===== src/design/can_sfr_pkg.sv =====
// shared constants for the cpu to can special-function-register port
package can_sfr_pkg;

   // ------------------------------------------------------------
   // sfr byte addresses
   // ------------------------------------------------------------
   localparam logic [7:0] STATUS_AND_DMA_RAM_POINTER_ADDR   = 8'hD8;
   localparam logic [7:0] INTERRUPT_READ_COMMAND_WRITE_ADDR = 8'hD9;
   localparam logic [7:0] INDIRECT_DATA_PORT_ADDR           = 8'hDA;
   localparam logic [7:0] INDIRECT_INDEX_SELECT_ADDR        = 8'hDB;

   // ------------------------------------------------------------
   // bit addresses of the bit-addressable status / pointer register
   // ------------------------------------------------------------
   localparam logic [7:0] STATUS_BIT_ADDR_LO = 8'hD8;
   localparam logic [7:0] STATUS_BIT_ADDR_HI = 8'hDF;

   // ------------------------------------------------------------
   // index select fields
   // ------------------------------------------------------------
   localparam int         DMA_GO_BIT        = 7;
   localparam int         RESERVED_IDX_BIT  = 6;
   localparam int         AUTO_INDEX_BUMP   = 5;
   localparam int         INDEX_SELECT_MSB  = 4;
   localparam int         INDEX_W           = 5;
   localparam int         BUMP_W            = 6;
   localparam logic [7:0] INDEX_RESET_VALUE = 8'h64;

   // ------------------------------------------------------------
   // interrupt read fields
   // ------------------------------------------------------------
   localparam int         IRQ_W             = 5;
   localparam logic [2:0] IRQ_RESERVED_ONES = 3'h7;
   localparam int         WAKE_IRQ_FLAG     = 4;
   localparam int         OVERRUN_IRQ_FLAG  = 3;
   localparam int         ERROR_IRQ_FLAG    = 2;
   localparam int         TX_IRQ_FLAG       = 1;
   localparam int         RX_IRQ_FLAG       = 0;

   // ------------------------------------------------------------
   // command write fields
   // ------------------------------------------------------------
   localparam int         INPUT0_ACTIVE         = 7;
   localparam int         INPUT1_ACTIVE         = 6;
   localparam int         WAKE_MODE             = 5;
   localparam int         SLEEP_CMD             = 4;
   localparam int         CLEAR_OVERRUN_CMD     = 3;
   localparam int         RELEASE_RX_BUFFER_CMD = 2;
   localparam int         ABORT_TX_CMD          = 1;
   localparam int         TX_REQUEST_CMD        = 0;

   // ------------------------------------------------------------
   // status read fields
   // ------------------------------------------------------------
   localparam int         BUS_STATE_FLAG       = 7;
   localparam int         ERROR_STATE_FLAG     = 6;
   localparam int         TX_STATE_FLAG        = 5;
   localparam int         RX_STATE_FLAG        = 4;
   localparam int         TX_COMPLETE_FLAG     = 3;
   localparam int         TX_BUFFER_FREE_FLAG  = 2;
   localparam int         DATA_OVERRUN_FLAG    = 1;
   localparam int         RX_BUFFER_FULL_FLAG  = 0;

   // ------------------------------------------------------------
   // reset values
   // ------------------------------------------------------------
   localparam logic [7:0] RAM_POINTER_RESET = 8'h00;
   localparam logic [7:0] BYTE_ZERO         = 8'h00;

endpackage


===== src/design/index_select_reg.sv =====
// index select register with auto bump and dma go bit
`timescale 1ns/1ps
module index_select_reg (
   // clock and reset
   input  wire logic       ref_clk_i,
   input  wire logic       rst_n_i,
   // cpu write
   input  wire logic       wr_i,
   input  wire logic [7:0] wdata_i,
   // hardware events
   input  wire logic       bump_i,
   input  wire logic       dma_clear_i,
   input  wire logic       dma_block_i,
   // state
   output logic      [7:0] index_o,
   output logic            dma_start_o
);

   logic [7:0] index_reg;
   logic [7:0] index_next;
   logic       start_reg;
   logic       start_next;
   logic [5:0] bumped;

   // ------------------------------------------------------------
   // next value
   // ------------------------------------------------------------
   // carry out of the index bits lands in the bump bit, so passing
   // the top index turns auto bump off by itself
   always_comb begin
      bumped     = index_reg[5:0] + 6'h01;
      index_next = index_reg;
      start_next = 1'b0;
      if (wr_i) begin
         index_next = wdata_i;
         // cpu write selects, and a set go bit launches dma unless a reset request blocks it
         if (wdata_i[can_sfr_pkg::DMA_GO_BIT]) begin
            if (dma_block_i) begin
               index_next[can_sfr_pkg::DMA_GO_BIT] = 1'b0;
            end else begin
               start_next = 1'b1;
            end
         end
      end else begin
         if (bump_i) begin
            index_next[5:0] = bumped;
         end
         if (dma_clear_i) begin
            index_next[can_sfr_pkg::DMA_GO_BIT] = 1'b0;
         end
      end
   end

   // ------------------------------------------------------------
   // storage
   // ------------------------------------------------------------
   always_ff @(posedge ref_clk_i or negedge rst_n_i) begin
      if (!rst_n_i) begin
         index_reg <= can_sfr_pkg::INDEX_RESET_VALUE;
      end else begin
         index_reg <= index_next;
      end
   end

   always_ff @(posedge ref_clk_i or negedge rst_n_i) begin
      if (!rst_n_i) begin
         start_reg <= 1'b0;
      end else begin
         start_reg <= start_next;
      end
   end

   assign index_o     = index_reg;
   assign dma_start_o = start_reg;

endmodule // index_select_reg


===== src/design/cpu_can_sfr_port.sv =====
// cpu side special-function-register port to the can controller and dma
`timescale 1ns/1ps
module cpu_can_sfr_port (
   // clock and reset
   input  wire logic       ref_clk_i,
   input  wire logic       reset_n_i,
   // cpu byte access
   input  wire logic [7:0] sfr_addr_i,
   input  wire logic       sfr_rd_i,
   input  wire logic       sfr_wr_i,
   input  wire logic [7:0] sfr_wdata_i,
   output logic      [7:0] sfr_rdata_o,
   output logic            sfr_rvalid_o,
   // cpu bit access
   input  wire logic [7:0] bit_addr_i,
   input  wire logic       bit_rd_i,
   input  wire logic       bit_wr_i,
   input  wire logic       bit_wdata_i,
   output logic            bit_rdata_o,
   output logic            bit_rvalid_o,
   // controller internal register file
   output logic      [4:0] can_reg_addr_o,
   output logic            can_reg_rd_o,
   output logic            can_reg_wr_o,
   output logic      [7:0] can_reg_wdata_o,
   input  wire logic [7:0] can_reg_rdata_i,
   // controller interrupt, command and status
   input  wire logic [4:0] can_irq_i,
   input  wire logic [7:0] can_status_i,
   output logic            can_cmd_wr_o,
   output logic      [7:0] can_cmd_o,
   input  wire logic       can_reset_request_i,
   // dma logic
   output logic            dma_start_o,
   output logic      [7:0] dma_ram_addr_o,
   output logic      [4:0] dma_buf_addr_o,
   output logic            dma_busy_o,
   input  wire logic       dma_done_i,
   input  wire logic       dma_ok_i,
   // index state for the core
   output logic            auto_index_bump_o
);

   // ------------------------------------------------------------
   // reset release
   // ------------------------------------------------------------
   logic rst_meta_reg;
   logic rst_n_reg;

   always_ff @(posedge ref_clk_i or negedge reset_n_i) begin
      if (!reset_n_i) begin
         rst_meta_reg <= 1'b0;
         rst_n_reg    <= 1'b0;
      end else begin
         rst_meta_reg <= 1'b1;
         rst_n_reg    <= rst_meta_reg;
      end
   end

   // ------------------------------------------------------------
   // address decode
   // ------------------------------------------------------------
   function automatic logic hit(input logic [7:0] a, input logic [7:0] ref_a);
      hit = (a == ref_a);
   endfunction

   logic sel_sta;
   logic sel_con;
   logic sel_dat;
   logic sel_idx;
   logic bit_sel;
   logic [2:0] bit_pos;

   assign sel_sta = hit(sfr_addr_i, can_sfr_pkg::STATUS_AND_DMA_RAM_POINTER_ADDR);
   assign sel_con = hit(sfr_addr_i, can_sfr_pkg::INTERRUPT_READ_COMMAND_WRITE_ADDR);
   assign sel_dat = hit(sfr_addr_i, can_sfr_pkg::INDIRECT_DATA_PORT_ADDR);
   assign sel_idx = hit(sfr_addr_i, can_sfr_pkg::INDIRECT_INDEX_SELECT_ADDR);
   assign bit_sel = (bit_addr_i >= can_sfr_pkg::STATUS_BIT_ADDR_LO)
                 && (bit_addr_i <= can_sfr_pkg::STATUS_BIT_ADDR_HI);
   assign bit_pos = bit_addr_i[2:0];

   // ------------------------------------------------------------
   // index select register
   // ------------------------------------------------------------
   logic [7:0] index_val;
   logic       start_pulse;
   logic       dat_access;
   logic       idx_wr;
   logic       dma_clear;
   logic       dma_busy_reg;

   // accesses while dma runs are forbidden to software; the port
   // drops them so the running transfer keeps a stable index
   assign idx_wr     = sfr_wr_i && sel_idx && !dma_busy_reg;
   assign dat_access = (sfr_rd_i || sfr_wr_i) && sel_dat && !dma_busy_reg;
   assign dma_clear  = dma_busy_reg && dma_done_i && dma_ok_i;

   index_select_reg index_select_reg_i (
      .ref_clk_i   (ref_clk_i),
      .rst_n_i     (rst_n_reg),
      .wr_i        (idx_wr),
      .wdata_i     (sfr_wdata_i),
      .bump_i      (dat_access && index_val[can_sfr_pkg::AUTO_INDEX_BUMP]),
      .dma_clear_i (dma_clear),
      .dma_block_i (can_reset_request_i),
      .index_o     (index_val),
      .dma_start_o (start_pulse)
   );

   // ------------------------------------------------------------
   // dma busy tracking
   // ------------------------------------------------------------
   // a failed transfer ends busy but leaves the go bit standing
   always_ff @(posedge ref_clk_i or negedge rst_n_reg) begin
      if (!rst_n_reg) begin
         dma_busy_reg <= 1'b0;
      end else if (start_pulse) begin
         dma_busy_reg <= 1'b1;
      end else if (dma_done_i || can_reset_request_i) begin
         dma_busy_reg <= 1'b0;
      end
   end

   // ------------------------------------------------------------
   // dma ram start pointer
   // ------------------------------------------------------------
   logic [7:0] ram_ptr_reg;

   always_ff @(posedge ref_clk_i or negedge rst_n_reg) begin
      if (!rst_n_reg) begin
         ram_ptr_reg <= can_sfr_pkg::RAM_POINTER_RESET;
      end else if (dma_busy_reg) begin
         ram_ptr_reg <= ram_ptr_reg;
      end else if (sfr_wr_i && sel_sta) begin
         ram_ptr_reg <= sfr_wdata_i;
      end else if (bit_wr_i && bit_sel) begin
         ram_ptr_reg[bit_pos] <= bit_wdata_i;
      end
   end

   // ------------------------------------------------------------
   // byte read data
   // ------------------------------------------------------------
   logic [7:0] rd_mux;

   always_comb begin
      rd_mux = can_sfr_pkg::BYTE_ZERO;
      if (sel_idx) begin
         rd_mux = index_val;
      end else if (sel_dat) begin
         rd_mux = can_reg_rdata_i;
      end else if (sel_con) begin
         rd_mux = {can_sfr_pkg::IRQ_RESERVED_ONES, can_irq_i};
      end else if (sel_sta) begin
         rd_mux = can_status_i;
      end
   end

   always_ff @(posedge ref_clk_i or negedge rst_n_reg) begin
      if (!rst_n_reg) begin
         sfr_rvalid_o <= 1'b0;
      end else begin
         sfr_rvalid_o <= sfr_rd_i;
      end
   end

   // read data holds until the next read
   always_ff @(posedge ref_clk_i or negedge rst_n_reg) begin
      if (!rst_n_reg) begin
         sfr_rdata_o <= can_sfr_pkg::BYTE_ZERO;
      end else if (sfr_rd_i) begin
         sfr_rdata_o <= rd_mux;
      end
   end

   // ------------------------------------------------------------
   // bit read data
   // ------------------------------------------------------------
   always_ff @(posedge ref_clk_i or negedge rst_n_reg) begin
      if (!rst_n_reg) begin
         bit_rvalid_o <= 1'b0;
      end else begin
         bit_rvalid_o <= bit_rd_i;
      end
   end

   always_ff @(posedge ref_clk_i or negedge rst_n_reg) begin
      if (!rst_n_reg) begin
         bit_rdata_o <= 1'b0;
      end else if (bit_rd_i) begin
         bit_rdata_o <= bit_sel && can_status_i[bit_pos];
      end
   end

   // ------------------------------------------------------------
   // indirect register file strobes
   // ------------------------------------------------------------
   // strobes lag the cpu access by one cycle; the address, one cycle
   // behind the index, shows the register that the access used, so
   // back-to-back writes each land on their own register
   // limitation: a data port read needs one quiet cycle after an
   // index change or a data port access
   logic [4:0] acc_addr;

   assign acc_addr = index_val[can_sfr_pkg::INDEX_SELECT_MSB:0];

   always_ff @(posedge ref_clk_i or negedge rst_n_reg) begin
      if (!rst_n_reg) begin
         can_reg_rd_o <= 1'b0;
         can_reg_wr_o <= 1'b0;
      end else begin
         can_reg_rd_o <= dat_access && sfr_rd_i;
         can_reg_wr_o <= dat_access && sfr_wr_i;
      end
   end

   always_ff @(posedge ref_clk_i or negedge rst_n_reg) begin
      if (!rst_n_reg) begin
         can_reg_wdata_o <= can_sfr_pkg::BYTE_ZERO;
      end else if (dat_access && sfr_wr_i) begin
         can_reg_wdata_o <= sfr_wdata_i;
      end
   end

   always_ff @(posedge ref_clk_i or negedge rst_n_reg) begin
      if (!rst_n_reg) begin
         can_reg_addr_o <= can_sfr_pkg::INDEX_RESET_VALUE[4:0];
      end else begin
         can_reg_addr_o <= acc_addr;
      end
   end

   // ------------------------------------------------------------
   // command register write
   // ------------------------------------------------------------
   logic cmd_wr;

   assign cmd_wr = sfr_wr_i && sel_con && !dma_busy_reg;

   always_ff @(posedge ref_clk_i or negedge rst_n_reg) begin
      if (!rst_n_reg) begin
         can_cmd_wr_o <= 1'b0;
      end else begin
         can_cmd_wr_o <= cmd_wr;
      end
   end

   always_ff @(posedge ref_clk_i or negedge rst_n_reg) begin
      if (!rst_n_reg) begin
         can_cmd_o <= can_sfr_pkg::BYTE_ZERO;
      end else if (cmd_wr) begin
         can_cmd_o <= sfr_wdata_i;
      end
   end

   // ------------------------------------------------------------
   // dma outputs
   // ------------------------------------------------------------
   always_ff @(posedge ref_clk_i or negedge rst_n_reg) begin
      if (!rst_n_reg) begin
         dma_start_o <= 1'b0;
      end else begin
         dma_start_o <= start_pulse && !can_reset_request_i;
      end
   end

   // transfer addresses are captured once, at the launch
   always_ff @(posedge ref_clk_i or negedge rst_n_reg) begin
      if (!rst_n_reg) begin
         dma_ram_addr_o <= can_sfr_pkg::RAM_POINTER_RESET;
         dma_buf_addr_o <= can_sfr_pkg::INDEX_RESET_VALUE[4:0];
      end else if (start_pulse) begin
         dma_ram_addr_o <= ram_ptr_reg;
         dma_buf_addr_o <= acc_addr;
      end
   end

   always_ff @(posedge ref_clk_i or negedge rst_n_reg) begin
      if (!rst_n_reg) begin
         dma_busy_o <= 1'b0;
      end else begin
         dma_busy_o <= dma_busy_reg;
      end
   end

   always_ff @(posedge ref_clk_i or negedge rst_n_reg) begin
      if (!rst_n_reg) begin
         auto_index_bump_o <= 1'b0;
      end else begin
         auto_index_bump_o <= index_val[can_sfr_pkg::AUTO_INDEX_BUMP];
      end
   end

endmodule // cpu_can_sfr_port


===== config.mk =====
export PLATFORM = sky130hd
export DESIGN_NAME = cpu_can_sfr_port
export DESIGN_NICKNAME = d
export VERILOG_FILES = /design/src/design/can_sfr_pkg.sv /design/src/design/index_select_reg.sv /design/src/design/cpu_can_sfr_port.sv
export SDC_FILE = /design/constraint.sdc
export NUM_CORES = 1
export LEC_CHECK = 0
export BUFFER_PORTS_ARGS = -buffer_cell sky130_fd_sc_hd__buf_2
export CORE_MARGIN = 2
export CORE_UTILIZATION = 55
export CTS_CLUSTER_DIAMETER = 200
export DETAILED_ROUTE_END_ITERATION = 16
export PLACE_DENSITY_LB_ADDON = 0.1
export SYNTH_ARGS = -nofsm -noshare
export SYNTH_HDL_FRONTEND = slang
export SYNTH_SLANG_ARGS = --single-unit

===== constraint.sdc =====
create_clock -name ref_clk_i -period 4.5 [get_ports ref_clk_i]
set_input_delay 0.225 -clock ref_clk_i [delete_from_list [all_inputs] [get_ports ref_clk_i]]
set_output_delay 0.225 -clock ref_clk_i [all_outputs]
set_load 0.01 [all_outputs]

==> impl_metrics.ini, run 1 <==
[drt]
routed_wl_mm = 8.38
drc_errors = 0
post_drt_wl_per_cell_um = 17.3
viasPerCell = 5.65
vias = 2735
drt_iter0_markers = 133
first_pass_iters = 4
drtAntennaViolNets = 0

[timing]
tns_ns = 0
max_slew_margin_pct = 52.7
fin_worst_skew_ns = 0.00701
holdWs_ns = 0.0183
max_freq_ghz = 0.476
hold_viol_final = 0
min_period_ns = 2.10
setup_viol = 0
worst_slew_pin_slew_ns = 0.709
post-route-period-util_pct = 46.7
rsz0062_at_grt = false
slew_viol_final = 0

[global_routing]
busiest_layer = met2
use_met1_pct = 33.6
grt_usage_pct = 26.1
grt_use_met3_pct = 5.16
antenna_found_initial = 0
grt_pass1_wl_mm = 12.6
met2_usage_pct = 42.7
grt_max_degree = 46
grt_pass1_vias = 2584
overflow = 0

[finish]
fillers = 460
nNetsFinal = 460
final_util_pct = 70.1
drive_gt1_share_pct = 41.1
layout-area-overhead-vs-synth_pct = 24.1
stdcell_area_mm2 = 0.00410
antennaDiodeCount = 0

[cts]
insertion_delay_ns = 0.36
cts_buffers = 9
cts_sinks = 71
cts.htree.levels = 3
ctsRootBufferMaster = clkbuf_8
cts_setup_buffers = 0
path_clk_slew_ns = 0.07
cts_tree = built
clockBufferDepth = 2

[logic_synthesis]
yosysWarnings = 0
syn_avg_cell_area_um2 = 10.9
synthArstFlopShare_pct = 100
synthCells = 303
synthDistinctLibCells = 53
ys_ff_latch = 71
ys.flop_type = dfrtp_1
netlist_area_mm2 = 0.00331
syn-num-nets = 359
seq_area_frac_synth_pct = 53.9
synth_enable_flop_cells = 0

[critical_path]
crit_type = reg2reg
cp.required_ns = 4.76
path_cells = or3_4 > nor3_4 > mux2_2 > o21ai_0
cp_top_family = simple AND/OR/NAND/NOR gates
cp_num_buf_inv = 0
end_kind = flop
cp_slowest_cell = dfrtp_1
critPathMaxStageDelay_ns = 0.57
crit_arrival_ns = 2.37
critPathLaunch = dma_busy_reg
startpoint_type = flop
r2r_start = dma_busy_reg
cp_max_fo = 20

[worst_hold_path]
min_from = bit_rd_i
hold_class = in2reg

[placement]
hpwl_mm = 6.00
port_buffers = 105
gp_congestion = 0.852
placed_area_mm2 = 0.00385

[die]
ioPinCount = 106
die-width_um = 81.5
core_area_mm2 = 0.00585
die_h_um = 81.5
num_rows = 28
die-area_mm2 = 0.00665
initial_utilization_pct = 56.5

[run]
cap_viol_max_count = 0

[run_status]
status = complete, no violations

[power]
p_per_area_mw_per_mm2 = 351
p_leak_nw = 2.05
power.total_mw = 1.44
vdd_ir_drop_max_v = 0.000239
## final cells by class
| type | count | area, um2 | share of cell area (%) |
|---|---|---|---|
| clock buffer | 11 | 131 | 3.20 |
| clock inverter | 5 | 106 | 2.59 |
| inverter | 8 | 30.0 | 0.732 |
| multi-input combinational | 207 | 1410 | 34.4 |
| sequential | 71 | 1780 | 43.5 |
| tap | 75 | 93.8 | 2.29 |
| timing repair buffer | 107 | 543 | 13.2 |
## cells in the mapped netlist, drive strengths merged, types with 3 or more instances
| cell type | instances | area share, % |
|---|---|---|
| a21oi | 13 | 2.0 |
| a32oi | 4 | 1.1 |
| buf | 3 | 0.83 |
| clkbuf | 14 | 1.6 |
| dfrtp | 66 | 50 |
| dfstp | 5 | 4.0 |
| inv | 8 | 0.91 |
| mux2 | 28 | 9.5 |
| nand2 | 39 | 4.4 |
| nand2b | 7 | 1.3 |
| nand3 | 6 | 0.91 |
| nor2 | 15 | 1.7 |
| nor2b | 4 | 0.76 |
| nor3 | 12 | 2.8 |
| nor3b | 4 | 1.2 |
| o21ai | 20 | 3.0 |
| o21bai | 5 | 1.2 |
| o221ai | 5 | 1.3 |
| o22ai | 7 | 1.3 |
| or3 | 4 | 1.1 |
| or4 | 3 | 0.68 |
## worst paths after layout
path	to	slack (ns)	cells past startpoint
min in group asynchronous	rst_n_reg	0.18	2
min	bit_rvalid_o	0.02	1
max in group asynchronous	index_select_reg_i.index_o[2]	3.29	1
min reg2reg	dma_buf_addr_o[0]	0.26	0
max reg2reg	index_select_reg_i.index_o[3]	2.40	4
max	index_select_reg_i.index_o[3]	2.40	4
## per-stage QoR
step           cells  worst slack (ns)
3_5_place_dp     467              2.36
4_1_cts          484              2.40
2_1_floorplan    303              2.39
5_1_grt          484              2.30
6_report         484              2.40
3_3_place_gp     467              2.46
## per-layer routing
| metal | part of all wire [%] | up-vias | wire length (um) |
|---|---|---|---|
| li1 | - | 1296 | - |
| met3 | 5.4 | 20 | 454 |
| met5 | 0 | - | 0 |
| met2 | 51 | 97 | 4270 |
| met4 | 2.3 | 0 | 192 |
| met1 | 41 | 1322 | 3460 |
## cell usage in the layout, fill, tap and decap left out, types with 8 or more instances in the layout
cell type  count
buf_2        105
nand2_1       39
dfrtp_1       65
clkbuf_8       9
mux2_2        28
nor3_1         8
o21ai_0       19
a21oi_1       13
nor2_1        15
inv_1          8
## cells by family (layout without fill, tap and decap cells)
logic type	after synthesis	count (layout)	share of synthesized area, %
compound gates	70	70	13.9
xor+xnor	1	1	0.265
fa+ha+maj	1	1	0.378
buf+inv	25	131	3.33
flops	71	71	53.9
mux	29	29	9.84
other cells	1	1	0.113
simple gates	105	105	18.3
## power breakdown
part | switching (mW) | internal, mW | leakage [nW]
Combinational | 0.0758 | 0.0567 | 1.01
Clock | 0.245 | 0.370 | 0.114
Sequential | 0.0233 | 0.668 | 0.929
Total | 0.344 | 1.09 | 2.05
## timing repair
action                                  CTS  global route
resized for setup                         0             0
endpoints found under the hold margin     2             0
endpoints found under the setup margin    0             0
hold buffers                              1             0
(Power assumes the default switching activity.)
==> run 2: changes to the inputs <==
- CORE_UTILIZATION: 55 -> 51
- clock period: 4.5 -> 2.1 ns (I/O delays scaled with it)
==> run 2 against run 1 <==
Net effect:
- hold slack worse by 0.00064 ns
- critical path depth did not move
- total power up 110%
- sequential share of layout area shrank 0.77 points
- register-to-register slack got worse by 2.0 ns
- first-iteration DRC count is 2.3% higher
- sequential cell count is the same
- maximum frequency is 24% higher
- die area increased by 7.5%
- core utilization shrank 4.0 points
==> impl_metrics.ini, run 2 (same netlist as run 1, synthesis figures left out) <==
[timing]
min_period_ns = 1.69
holdWs_ns = 0.0176
tns_ns = 0
max_freq_ghz = 0.592
worst_slew_pin_slew_ns = 0.684
fin_worst_skew_ns = 0.00857
slew_viol_final = 0
max_slew_margin_pct = 54.4
hold_viol_final = 0
post-route-period-util_pct = 80.5
fin_ws_ns = 0.410
rsz0062_at_grt = false
setup_viol = 0

[cts]
cts_tree = built
cts_buffers = 9
ctsRootBufferMaster = clkbuf_8
cts_resized = 0
cts_sinks = 71
cts.htree.levels = 3
insertion_delay_ns = 0.35
clockBufferDepth = 2
path_clk_slew_ns = 0.08

[critical_path]
r2r_slack_ns = 0.41
r2r.worst_path.cells = 4
end_kind = flop
r2r-end = can_reg_wdata_o[7]
crit_type = reg2reg
crit_arrival_ns = 1.93
r2r_start = dma_busy_reg
startpoint_type = flop
cp.required_ns = 2.34
cp_max_fo = 8

[finish]
antennaDiodeCount = 0
seq_area_mm2 = 0.00178
nNetsFinal = 468
drive_gt1_share_pct = 42.0
layout-area-overhead-vs-synth_pct = 26.3
final_util_pct = 66.1
final_common_cell = buf_2
stdcell_area_mm2 = 0.00418
final_cell_mix = buf_2, dfrtp_1, nand2_1, mux2_2, o21ai_0
fillers = 531
multi_input_area_mm2 = 0.00141

[die]
die-area_mm2 = 0.00714
die_h_um = 84.5
ioPinCount = 106
initial_utilization_pct = 52.4
core_area_mm2 = 0.00631
die-width_um = 84.5
num_rows = 29

[placement]
gp_congestion = 0.893
placed_area_mm2 = 0.00391
port_buffers = 105
pre_cts_ws_ns = 0.259
hpwl_mm = 6.08

[global_routing]
grt_pass1_wl_mm = 13.4
grt_usage_pct = 24.1
grt_pass1_vias = 2770
grt_max_degree = 33
antenna_found_initial = 0
overflow = 0

[worst_hold_path]
hold-path-endpoint = can_reg_wdata_o[6]
whs_path_depth = 3
hold_class = in2reg
min_from = sfr_wdata_i[6]

[drt]
viasPerCell = 5.54
drtAntennaViolNets = 0
first_pass_iters = 4
drc_errors = 0
vias = 2739
routed_wl_mm = 8.10
post_drt_wl_per_cell_um = 16.4
drt_iter0_markers = 136

[power]
p_leak_nw = 2.09
p_per_area_mw_per_mm2 = 726
vdd_ir_drop_max_v = 0.000752

[run_status]
status = complete, no violations

[run]
cap_viol_max_count = 0
==> run 2: worst max-delay path by stage <==
stage | start | to | depth (start not counted)
after floorplan | dma_busy_reg | index_select_reg_i.index_o[3] | 5
after global placement | sfr_addr_i[0] | ram_ptr_reg[4] | 7
after detailed placement | sfr_addr_i[0] | ram_ptr_reg[4] | 7
after CTS | dma_busy_reg | can_reg_wdata_o[7] | 4
after global routing | dma_busy_reg | can_reg_wdata_o[7] | 4
final | dma_busy_reg | can_reg_wdata_o[7] | 4
==> run 2: final cells by class <==
type	count	area share [%]
Clock buffer	12	3.72
Multi-Input combinational cell	207	33.8
Tap cell	77	2.31
Sequential cell	71	42.7
Timing Repair Buffer	115	14.9
Inverter	8	0.719
Clock inverter	4	1.83
==> run 2: worst max-delay path: stages, from the launching register on <==
cell,delay (ns)
dfrtp_1,0.42
nand2b_1,0.31
or4_1,0.66
nand2_1,0.13
nand2_1,0.06
==> run 2: what timing repair did <==
action                    4_1_cts  5_1_grt
setup buffers                   0        0
hold endpoints to repair        6        0
hold buffers                    3        0
==> run 2: metrics by stage <==
step,power (mW),std cells
2_1_floorplan,1.64,303
3_3_place_gp,1.79,475
3_5_place_dp,1.79,475
4_1_cts,3.06,494
5_1_grt,3.15,494
6_report,3.03,494
==> run 2: per-layer routing <==
metal	vias to the layer above	GRT usage, %	share of wire [%]	wire length [um]
met4	0	10.7	2.5	202
li1	1315	-	-	-
met2	69	40.7	51	4120
met5	-	0	0	0
met1	1336	30.5	43	3450
met3	19	4.33	4.0	326
==> run 2: where the power goes <==
part           internal (mW)  switching [mW]  total, mW
clock network          0.739           0.527       1.27
registers               1.43          0.0472       1.48
logic                  0.127           0.162      0.289
